[config.mk]
export PLATFORM = sky130hd
export DESIGN_NAME = urx_receiver
export DESIGN_NICKNAME = d
export VERILOG_FILES = /design/src/hdl/urx_pkg.sv /design/src/hdl/urx_receiver.sv
export VERILOG_INCLUDE_DIRS = /design/src /design/src/hdl
export SDC_FILE = /design/constraint.sdc
export NUM_CORES = 1
export LEC_CHECK = 0
export ABC_AREA = 1
export BUFFER_PORTS_ARGS = -buffer_cell sky130_fd_sc_hd__buf_2
export CORE_MARGIN = 4
export CORE_UTILIZATION = 45
export DETAILED_ROUTE_END_ITERATION = 8
export MAX_ROUTING_LAYER = met4
export PLACE_DENSITY_LB_ADDON = 0.1
export SLEW_MARGIN = 20
export SYNTH_ARGS = -nofsm -noshare
export SYNTH_HDL_FRONTEND = slang
export SYNTH_HIERARCHICAL = 1
export SYNTH_SLANG_ARGS = --single-unit
export TNS_END_PERCENT = 20
[constraint.sdc]
create_clock -name sys_clk_i -period 6.35 [get_ports sys_clk_i]
set_input_delay 0.9525 -clock sys_clk_i [delete_from_list [all_inputs] [get_ports sys_clk_i]]
set_output_delay 0.9525 -clock sys_clk_i [all_outputs]
set_load 0.02 [all_outputs]
[src/hdl/urx_consts.svh]
`ifndef URX_CONSTS_SVH
`define URX_CONSTS_SVH
// ----------------------------------------------------------------
// Register byte offsets
// ----------------------------------------------------------------
`define URX_OFS_RX_STATUS_CONTROL 8'h00
`define URX_OFS_RX_DATA 8'h04
`define URX_OFS_BAUD_CONTROL 8'h08
`define URX_OFS_BAUD_DIV_LOW 8'h0c
`define URX_OFS_BAUD_DIV_HIGH 8'h10
`define URX_OFS_TX_STATUS_CONTROL 8'h14
`define URX_OFS_INT_CONTROL 8'h18
// ----------------------------------------------------------------
// Field positions
// ----------------------------------------------------------------
`define URX_RSC_PORT_ENABLE 7
`define URX_RSC_NINE_BIT 6
`define URX_RSC_SREN 5
`define URX_RSC_RX_ENABLE 4
`define URX_RSC_ADDR_DETECT 3
`define URX_RSC_FRAMING 2
`define URX_RSC_OVERRUN 1
`define URX_RSC_NINTH 0
`define URX_BC_ABDOVF 7
`define URX_BC_RCIDL 6
`define URX_BC_POL 4
`define URX_BC_WIDE_DIV 3
`define URX_BC_AUTO_BAUD 0
`define URX_TSC_SYNC 4
`define URX_TSC_HIGH_SPEED 2
`define URX_IC_RIE 0
`define URX_IC_FLAG 1
// ----------------------------------------------------------------
// Timing counts and sizes
// ----------------------------------------------------------------
`define URX_OVS_LAST 4'hf
`define URX_OVS_MID 4'h7
`define URX_FIFO_DEPTH 2
`define URX_FIFO_WIDTH 10
`define URX_ABD_MAX 20'hfffff
`endif

[src/hdl/urx_pkg.sv]
`default_nettype none
package urx_pkg;
  // Receiver sequencer states
  typedef enum logic [1:0] {
    URX_IDLE,
    URX_START,
    URX_DATA,
    URX_STOP
  } urx_state_e;
endpackage : urx_pkg
`default_nettype wire

[src/hdl/urx_receiver.sv]
`timescale 1ns/1ps
`include "urx_consts.svh"
`default_nettype none

// ----------------------------------------------------------------
// Receive buffer
// ----------------------------------------------------------------
module urx_fifo #(
  parameter int WIDTH = 10,
  parameter int DEPTH = 8
) (
  input wire logic clk_i,
  input wire logic reset_i,
  input wire logic flush_i,
  input wire logic in_valid_i,
  output logic in_ready_o,
  input wire logic [WIDTH-1:0] in_data_i,
  output logic out_valid_o,
  input wire logic out_ready_i,
  output logic [WIDTH-1:0] out_data_o
);
  localparam int AW = (DEPTH > 1) ? $clog2(DEPTH) : 1;
  typedef struct packed {
    logic [DEPTH-1:0][WIDTH-1:0] mem; // Storage words
    logic [AW-1:0] rd;                // Read pointer
    logic [AW-1:0] wr;                // Write pointer
    logic [AW:0] cnt;                 // Words held
  } urx_fifo_s;
  urx_fifo_s s_q, s_d;
  logic push;
  logic pop;
  assign in_ready_o = (s_q.cnt != (AW+1)'(DEPTH));
  assign out_valid_o = (s_q.cnt != '0);
  assign out_data_o = s_q.mem[s_q.rd];
  assign push = in_valid_i & in_ready_o;
  assign pop = out_ready_i & (s_q.cnt != '0);

  // Pointer wrap for non power-of-two depths
  function automatic logic [AW-1:0] nxt(input logic [AW-1:0] p);
    return (p == AW'(DEPTH - 1)) ? '0 : AW'(p + 1'b1);
  endfunction : nxt

  // Next state: flush drops everything, else push and pop together
  always_comb begin
    s_d = s_q;
    if (flush_i) begin
      s_d.rd = '0;
      s_d.wr = '0;
      s_d.cnt = '0;
    end else begin
      if (push) begin
        s_d.mem[s_q.wr] = in_data_i;
        s_d.wr = nxt(s_q.wr);
      end
      if (pop) begin
        s_d.rd = nxt(s_q.rd);
      end
      s_d.cnt = (AW+1)'(s_q.cnt + {{AW{1'b0}}, push} - {{AW{1'b0}}, pop});
    end
  end

  // State register
  always_ff @(posedge clk_i) begin
    if (reset_i) begin
      s_q <= '0;
    end else begin
      s_q <= s_d;
    end
  end
endmodule : urx_fifo

// ----------------------------------------------------------------
// Asynchronous receiver with APB registers
// ----------------------------------------------------------------
module urx_receiver (
  input wire logic sys_clk_i,
  input wire logic reset_i,
  input wire logic psel_i,
  input wire logic penable_i,
  input wire logic pwrite_i,
  input wire logic [7:0] paddr_i,
  input wire logic [31:0] pwdata_i,
  output logic [31:0] prdata_o,
  output logic pready_o,
  output logic pslverr_o,
  input wire logic rx_pin_i,
  output logic rx_irq_o
);
  typedef struct packed {
    logic rx_sync1;              // First synchroniser stage
    logic rx_sync2;              // Second synchroniser stage
    logic line_prev;             // Previous polarity-corrected line
    logic serial_port_enable; // Port enable, low holds reset
    logic nine_bit_receive_select; // Nine data bits per character
    logic sren;                  // Stored only, no async effect
    logic continuous_receive_enable; // Receiver on
    logic address_detect_enable; // Ninth-bit filter on
    logic overrun_error_flag; // Buffer overflowed
    logic pol;                   // Receive polarity invert
    logic wide_baud_generator_select; // Sixteen-bit divisor
    logic auto_baud_enable; // Auto-baud measurement armed
    logic abdovf;                // Auto-baud overflow
    logic high_speed_baud_select; // No divide-by-four prescale
    logic sync_sel;              // Synchronous mode select
    logic rie;                   // Receive interrupt enable
    logic [15:0] div;            // Baud divisor pair
    logic [1:0] pre;             // Low-speed prescaler
    logic [15:0] brg_cnt;        // Baud down counter
    urx_pkg::urx_state_e st;     // Receiver sequencer
    logic [3:0] phase;           // Oversample phase
    logic [3:0] bitn;            // Data bits taken
    logic [8:0] shift;           // Receive shift register
    logic [2:0] hist;            // Last three line samples
    logic abd_run;               // Auto-baud measuring low time
    logic [19:0] abd_cnt;        // Auto-baud cycle count
    logic pready;                // APB ready
    logic pslverr;               // APB error
    logic [31:0] prdata;         // APB read data
    logic irq;                   // Interrupt output
  } urx_top_s;

  urx_top_s s_q, s_d;
  logic line;                    // Polarity-corrected line
  logic tick;                    // Oversample tick
  logic mid;                     // Centre of a bit
  logic vote;                    // Majority of three samples
  logic commit;                  // APB transfer completes this edge
  logic push;
  logic [9:0] push_data;
  logic fifo_ready;
  logic fifo_valid;
  logic [9:0] fifo_data;
  logic pop;
  logic flag;                    // Unread character present
  logic [15:0] div_eff;
  logic [7:0] rsc_rd;

  // Majority of three samples
  function automatic logic maj3(input logic [2:0] h);
    return (h[0] & h[1]) | (h[1] & h[2]) | (h[0] & h[2]);
  endfunction : maj3

  // ----------------------------------------------------------------
  // Receive buffer instance
  // ----------------------------------------------------------------
  // Full buffer is the back-pressure: a full push becomes an overrun
  urx_fifo #(
    .WIDTH(`URX_FIFO_WIDTH),
    .DEPTH(`URX_FIFO_DEPTH)
  ) u_fifo (
    .clk_i(sys_clk_i),
    .reset_i(reset_i),
    .flush_i(!s_q.serial_port_enable),
    .in_valid_i(push),
    .in_ready_o(fifo_ready),
    .in_data_i(push_data),
    .out_valid_o(fifo_valid),
    .out_ready_i(pop),
    .out_data_o(fifo_data)
  );

  // Status view: error flags and ninth bit of the oldest character
  assign flag = s_q.serial_port_enable & fifo_valid;
  assign rsc_rd = {s_q.serial_port_enable, s_q.nine_bit_receive_select, s_q.sren,
                   s_q.continuous_receive_enable, s_q.address_detect_enable,
                   fifo_valid & fifo_data[9], s_q.overrun_error_flag,
                   fifo_valid & fifo_data[8]};
  assign line = s_q.rx_sync2 ^ s_q.pol;
  assign div_eff = s_q.wide_baud_generator_select ? s_q.div : {8'h00, s_q.div[7:0]};
  assign tick = (s_q.brg_cnt == 16'h0000) &
                (s_q.high_speed_baud_select | s_q.wide_baud_generator_select | (s_q.pre == 2'h3));
  assign mid = tick & (s_q.phase == `URX_OVS_MID);
  assign vote = maj3({s_q.hist[1:0], line});
  assign commit = psel_i & penable_i & s_q.pready;
  assign pop = commit & !pwrite_i & (paddr_i == `URX_OFS_RX_DATA) & fifo_valid;

  // ----------------------------------------------------------------
  // Next-state logic
  // ----------------------------------------------------------------
  always_comb begin
    s_d = s_q;
    push = 1'b0;
    push_data = '0;
    // Two-stage synchroniser on the pin
    s_d.rx_sync1 = rx_pin_i;
    s_d.rx_sync2 = s_q.rx_sync1;
    s_d.line_prev = line;

    // Baud generator: reload on zero, prescale by four unless high speed or wide divisor
    if (s_q.brg_cnt == 16'h0000) begin
      s_d.brg_cnt = div_eff;
      s_d.pre = 2'(s_q.pre + 2'h1);
    end else begin
      s_d.brg_cnt = 16'(s_q.brg_cnt - 16'h0001);
    end
    if (tick) begin
      s_d.hist = {s_q.hist[1:0], line};
      s_d.phase = 4'(s_q.phase + 4'h1);
    end

    // Receiver sequencer
    unique case (s_q.st)
      urx_pkg::URX_IDLE: begin
        // No start search while overrun or auto-baud holds the line
        if (s_q.continuous_receive_enable & !s_q.overrun_error_flag &
            !s_q.auto_baud_enable & s_q.line_prev & !line) begin
          s_d.st = urx_pkg::URX_START;
          s_d.phase = 4'h0;
        end
      end
      urx_pkg::URX_START: begin
        if (mid) begin
          if (vote) begin
            s_d.st = urx_pkg::URX_IDLE;
          end else begin
            s_d.st = urx_pkg::URX_DATA;
            s_d.bitn = 4'h0;
            s_d.phase = 4'h0 + 4'h8;
          end
        end
      end
      urx_pkg::URX_DATA: begin
        if (mid) begin
          s_d.shift = {vote, s_q.shift[8:1]};
          s_d.bitn = 4'(s_q.bitn + 4'h1);
          if (s_q.bitn == (s_q.nine_bit_receive_select ? 4'h8 : 4'h7)) begin
            s_d.st = urx_pkg::URX_STOP;
          end
        end
      end
      urx_pkg::URX_STOP: begin
        if (mid) begin
          s_d.st = urx_pkg::URX_IDLE;
          // Align 8-bit characters: shift right once more, ninth reads zero
          push_data[9] = !vote;
          push_data[8] = s_q.nine_bit_receive_select & s_q.shift[8];
          push_data[7:0] = s_q.nine_bit_receive_select ? s_q.shift[7:0] : s_q.shift[8:1];
          if (!(s_q.address_detect_enable & s_q.nine_bit_receive_select &
                !s_q.shift[8])) begin
            if (fifo_ready) begin
              push = 1'b1;
            end else begin
              s_d.overrun_error_flag = 1'b1;
            end
          end
        end
      end
    endcase

    // Auto-baud: time the start bit of a 0x55 and load the divisor
    if (s_q.auto_baud_enable & s_q.st == urx_pkg::URX_IDLE) begin
      if (!s_q.abd_run) begin
        if (s_q.line_prev & !line) begin
          s_d.abd_run = 1'b1;
          s_d.abd_cnt = '0;
        end
      end else if (line) begin
        s_d.abd_run = 1'b0;
        s_d.auto_baud_enable = 1'b0;
        s_d.div = 16'((s_q.high_speed_baud_select | s_q.wide_baud_generator_select) ?
                      (s_q.abd_cnt >> 4) : (s_q.abd_cnt >> 6)) - 16'h0001;
      end else if (s_q.abd_cnt == `URX_ABD_MAX) begin
        s_d.abd_run = 1'b0;
        s_d.auto_baud_enable = 1'b0;
        s_d.abdovf = 1'b1;
      end else begin
        s_d.abd_cnt = 20'(s_q.abd_cnt + 20'h00001);
      end
    end

    // APB: one wait state, read data captured before the final edge
    s_d.pready = psel_i & penable_i & !s_q.pready;
    if (psel_i & penable_i & !s_q.pready) begin
      s_d.pslverr = 1'b0;
      unique case (paddr_i)
        `URX_OFS_RX_STATUS_CONTROL: s_d.prdata = {24'h000000, rsc_rd};
        `URX_OFS_RX_DATA: s_d.prdata = {24'h000000, fifo_valid ? fifo_data[7:0] : 8'h00};
        `URX_OFS_BAUD_CONTROL: s_d.prdata = {24'h000000, s_q.abdovf,
                                              s_q.st == urx_pkg::URX_IDLE, 1'b0, s_q.pol,
                                              s_q.wide_baud_generator_select, 2'h0,
                                              s_q.auto_baud_enable};
        `URX_OFS_BAUD_DIV_LOW: s_d.prdata = {24'h000000, s_q.div[7:0]};
        `URX_OFS_BAUD_DIV_HIGH: s_d.prdata = {24'h000000, s_q.div[15:8]};
        `URX_OFS_TX_STATUS_CONTROL: s_d.prdata = {27'h0000000, s_q.sync_sel, 1'b0,
                                                   s_q.high_speed_baud_select, 2'h0};
        `URX_OFS_INT_CONTROL: s_d.prdata = {30'h00000000, flag, s_q.rie};
        default: begin
          s_d.prdata = 32'h00000000;
          s_d.pslverr = 1'b1;
        end
      endcase
    end
    if (commit & pwrite_i) begin
      unique case (paddr_i)
        `URX_OFS_RX_STATUS_CONTROL: begin
          s_d.serial_port_enable = pwdata_i[`URX_RSC_PORT_ENABLE];
          s_d.nine_bit_receive_select = pwdata_i[`URX_RSC_NINE_BIT];
          s_d.sren = pwdata_i[`URX_RSC_SREN];
          s_d.continuous_receive_enable = pwdata_i[`URX_RSC_RX_ENABLE];
          s_d.address_detect_enable = pwdata_i[`URX_RSC_ADDR_DETECT];
        end
        `URX_OFS_BAUD_CONTROL: begin
          s_d.pol = pwdata_i[`URX_BC_POL];
          s_d.wide_baud_generator_select = pwdata_i[`URX_BC_WIDE_DIV];
          s_d.auto_baud_enable = pwdata_i[`URX_BC_AUTO_BAUD];
          // Overflow clears on a write of zero unless it sets right now
          s_d.abdovf = s_d.abdovf & (pwdata_i[`URX_BC_ABDOVF] | !s_q.abdovf);
        end
        `URX_OFS_BAUD_DIV_LOW: s_d.div[7:0] = pwdata_i[7:0];
        `URX_OFS_BAUD_DIV_HIGH: s_d.div[15:8] = pwdata_i[7:0];
        `URX_OFS_TX_STATUS_CONTROL: begin
          s_d.sync_sel = pwdata_i[`URX_TSC_SYNC];
          s_d.high_speed_baud_select = pwdata_i[`URX_TSC_HIGH_SPEED];
        end
        `URX_OFS_INT_CONTROL: s_d.rie = pwdata_i[`URX_IC_RIE];
        default: s_d.pslverr = s_q.pslverr;
      endcase
    end

    // Receiver disabled: abandon any character not stored this cycle, overrun clears
    if (!s_d.continuous_receive_enable | s_q.sync_sel) begin
      s_d.overrun_error_flag = 1'b0;
      s_d.st = urx_pkg::URX_IDLE;
    end
    // Port disabled holds the receiver in reset; buffer is flushed too
    if (!s_q.serial_port_enable) begin
      s_d.overrun_error_flag = 1'b0;
      s_d.st = urx_pkg::URX_IDLE;
      s_d.abd_run = 1'b0;
    end
    s_d.irq = flag & s_q.rie;
  end

  // State register
  always_ff @(posedge sys_clk_i) begin
    if (reset_i) begin
      s_q <= '0;
    end else begin
      s_q <= s_d;
    end
  end

  assign prdata_o = s_q.prdata;
  assign pready_o = s_q.pready;
  assign pslverr_o = s_q.pslverr;
  assign rx_irq_o = s_q.irq;
endmodule : urx_receiver
`default_nettype wire

==> results.ini <==
[global_routing]
grt_max_degree=56
overflow=0
grt_util_all_layers=0.202
grt_pass1_vias=6208
antenna_found_initial=0
grt_pass1_wl_um=31300

[cells_and_area]
fin_cells=1432
final_cell_mix=nand2_1, nor2_1, dfxtp_1
syn2layout_area_growth_pct=9.02
drive_gt1_frac=0.111
layout_commonest_cell=nand2_1
nNetsFinal=1253
multi_input_area_sq_um=4310
fillers=1772
diodes=0
seq_area_sq_um=2540

[timing]
hold_viol_final=0
rsz0062_at_grt=no
clock_skew_ns=0.00730
finalSetupViolCount=0
fin_crit_sh=0.506
relSlewSlack=0.557
holdWs_ns=0.402
tightestPinTransition_ns=0.660
clock.fmax_mhz=311
finalMaxSlewViolations=0
finalCriticalPeriod_ns=3.21
tns_ns=0

[pwr]
p_int_uw=1640
seq_power_share=0.381
p_sw_frac=0.285
p_per_area_nw_per_um2=271
p_leak_uw=0.00354
power.share.clock=0.453
net-switching-power_uw=653
power.share.combinational=0.166
ir_drop_mv=0.223

[place]
place_inst=1400
hpwl_um=14100
numPortBuffers=32
gp_congestion=0.922

[clock_network]
clock_path_buffers=2
ctsResizeCount=0
hold_buffers=0
clockRootBuffer=clkbuf_16
cts_setup_buffers=0
insertion_delay_ns=0.42
cts_buffers=17
cts_tree=built
path_clk_slew_ns=0.06
h-tree-depth=4
cts.sinks=127

[synthesis]
ys_seq_area_frac=0.328
netlist_area_sq_um=7740
synth_top_area_frac=0.328
ys_warn_count=6
synth-seq-cells=127
ys.flop_type=dfxtp_1
synth_area_per_cell_sq_um=6.48
synth-edff-count=0
synthArstFlopShare=0
yosysTopAreaCell=dfxtp_1
yosysUniqueCellTypes=51
synth_cells=1194
synthTopCellsByArea=dfxtp_1, nand2_1, nor2_1

[drt]
ant_nets=0
drt_iter0_drc=384
viasPerCell=4.91
vias=7034
post_drt_wl_per_cell_um=13.3
wl_um=19000
drt_first_pass_iters=5
drc_errors=0

[floorplanning]
start_util=0.464
io_pins=81
die_w_um=139
rows=47
dieArea_sq_um=19400
die_height_um=139
design.core.area_sq_um=16700

[setup_path]
cp-end-kind=flop
slowest_delay_ns=0.31
critical_path_class=flop to flop
cp.arrival_ns=3.56
slowest_stage=dfxtp_1
start_kind=flop
cp.required_ns=6.70
cp_cell_sequence=inv_1 -> ha_1 -> nand3_2 -> nor2_1 -> nand3_2 -> nor2_4 -> nand3_2 -> nor2_2 -> nand3_2 -> nor2_1 -> buf_4 -> nand2_2 -> ha_1 -> inv_1 -> ha_1 -> nand3_1 -> a21oi_1
crit_top_cell=nand3_2
startpoint=s_q[78]
regToRegSetupSlack_ns=3.14
crit_fanout=13
r2r_start=s_q[78]

[min_path]
min_from=s_d[126]
min_path_type=flop to flop

[job]
cap_violations=0

[outcome]
status=finished, final reports clean

==> path summary, 6_finish.rpt <==
path,end,depth (start not counted)
worst max register to register,u_fifo/s_q[1],17
worst max-delay path,u_fifo/s_q[1],17
worst min-delay path,s_q[126],2
worst min register to register,s_q[126],2
==> per-layer routing <==
metal | part of all wire | routed length, um | track usage | vias to the layer above
met3 | 0.035 | 668 | 0.0386 | 31
met2 | 0.43 | 8190 | 0.293 | 114
met1 | 0.51 | 9680 | 0.282 | 3109
met5 | 0 | 0 | - | -
met4 | 0.024 | 459 | 0.0659 | 0
li1 | - | - | - | 3780
==> cell type report <==
class	count	area share
multi-input cells	886	0.511
well taps	220	0.0326
flip-flops and latches	127	0.301
clock inverters	13	0.0221
clock buffers	19	0.0525
repair buffers	35	0.0216
inverters	132	0.0590
==> registers in the layout, indices dropped and copies added, names as in the netlist, named ones only <==
signal      count
s_q            84
u_fifo/s_q     24
prdata_o        8
rsc_rd          6
pready_o        1
pslverr_o       1
rx_irq_o        1
s_d             1
==> stage by stage <==
stage	utilization	power [uW]	setup slack, ns	area, sq um
2_1_floorplan	-	1200	3.69	7830
3_3_place_gp	0.468	1260	3.10	7810
3_5_place_dp	0.468	1270	3.08	7810
4_1_cts	0.505	2310	3.10	8440
5_1_grt	0.505	2410	2.80	8440
6_report	0.505	2290	3.14	8440
==> logic make-up (layout without fill, tap and decap cells) <==
kind of cell    Yosys count  count (layout)  synth area share
compound gates          198             198             0.142
xor+xnor                 27              27            0.0305
fa+ha+maj                 8               8            0.0129
buf+inv                 204             199             0.126
flops                   127             127             0.328
mux                       1               1           0.00129
other cells               1              24          0.000484
simple gates            628             628             0.359
==> power by group through the flow <==
stage               combinational [uW]  sequential, uW  clock [uW]
finish                             379             874        1040
global route                       438             879        1090
CTS                                382             873        1060
detailed placement                 377             890           0
global placement                   374             889           0
floorplan                          315             884           0
==> critical path: cells and delay by family (launching register included) <==
kind / cells / cell delay (ns)
and+or+nand+nor: 10 / 1.64
adders and majority gates: 3 / 0.69
buffers and inverters: 3 / 0.35
DFF: 1 / 0.31
AOI/OAI and AO/OA: 1 / 0.13
==> synthesized netlist by cell type, types with 3 or more instances <==
cell / count
nor2_8: 4
nand3_1: 59
ha_1: 8
xnor2_1: 3
buf_4: 37
nand3_2: 8
xor2_1: 24
dfxtp_1: 127
clkbuf_1: 20
inv_2: 9
nor3_1: 16
o21ai_1: 13
o211ai_1: 4
nor2_1: 166
nor2_4: 5
nand4_1: 23
buf_6: 6
o21ai_0: 70
o21ai_2: 4
nand2_2: 6
a21oi_2: 12
a31oi_1: 3
inv_1: 121
a21oi_1: 81
nor2_2: 13
buf_2: 6
nand2_1: 316
Note: power is estimated with default switching activity, not from simulation.
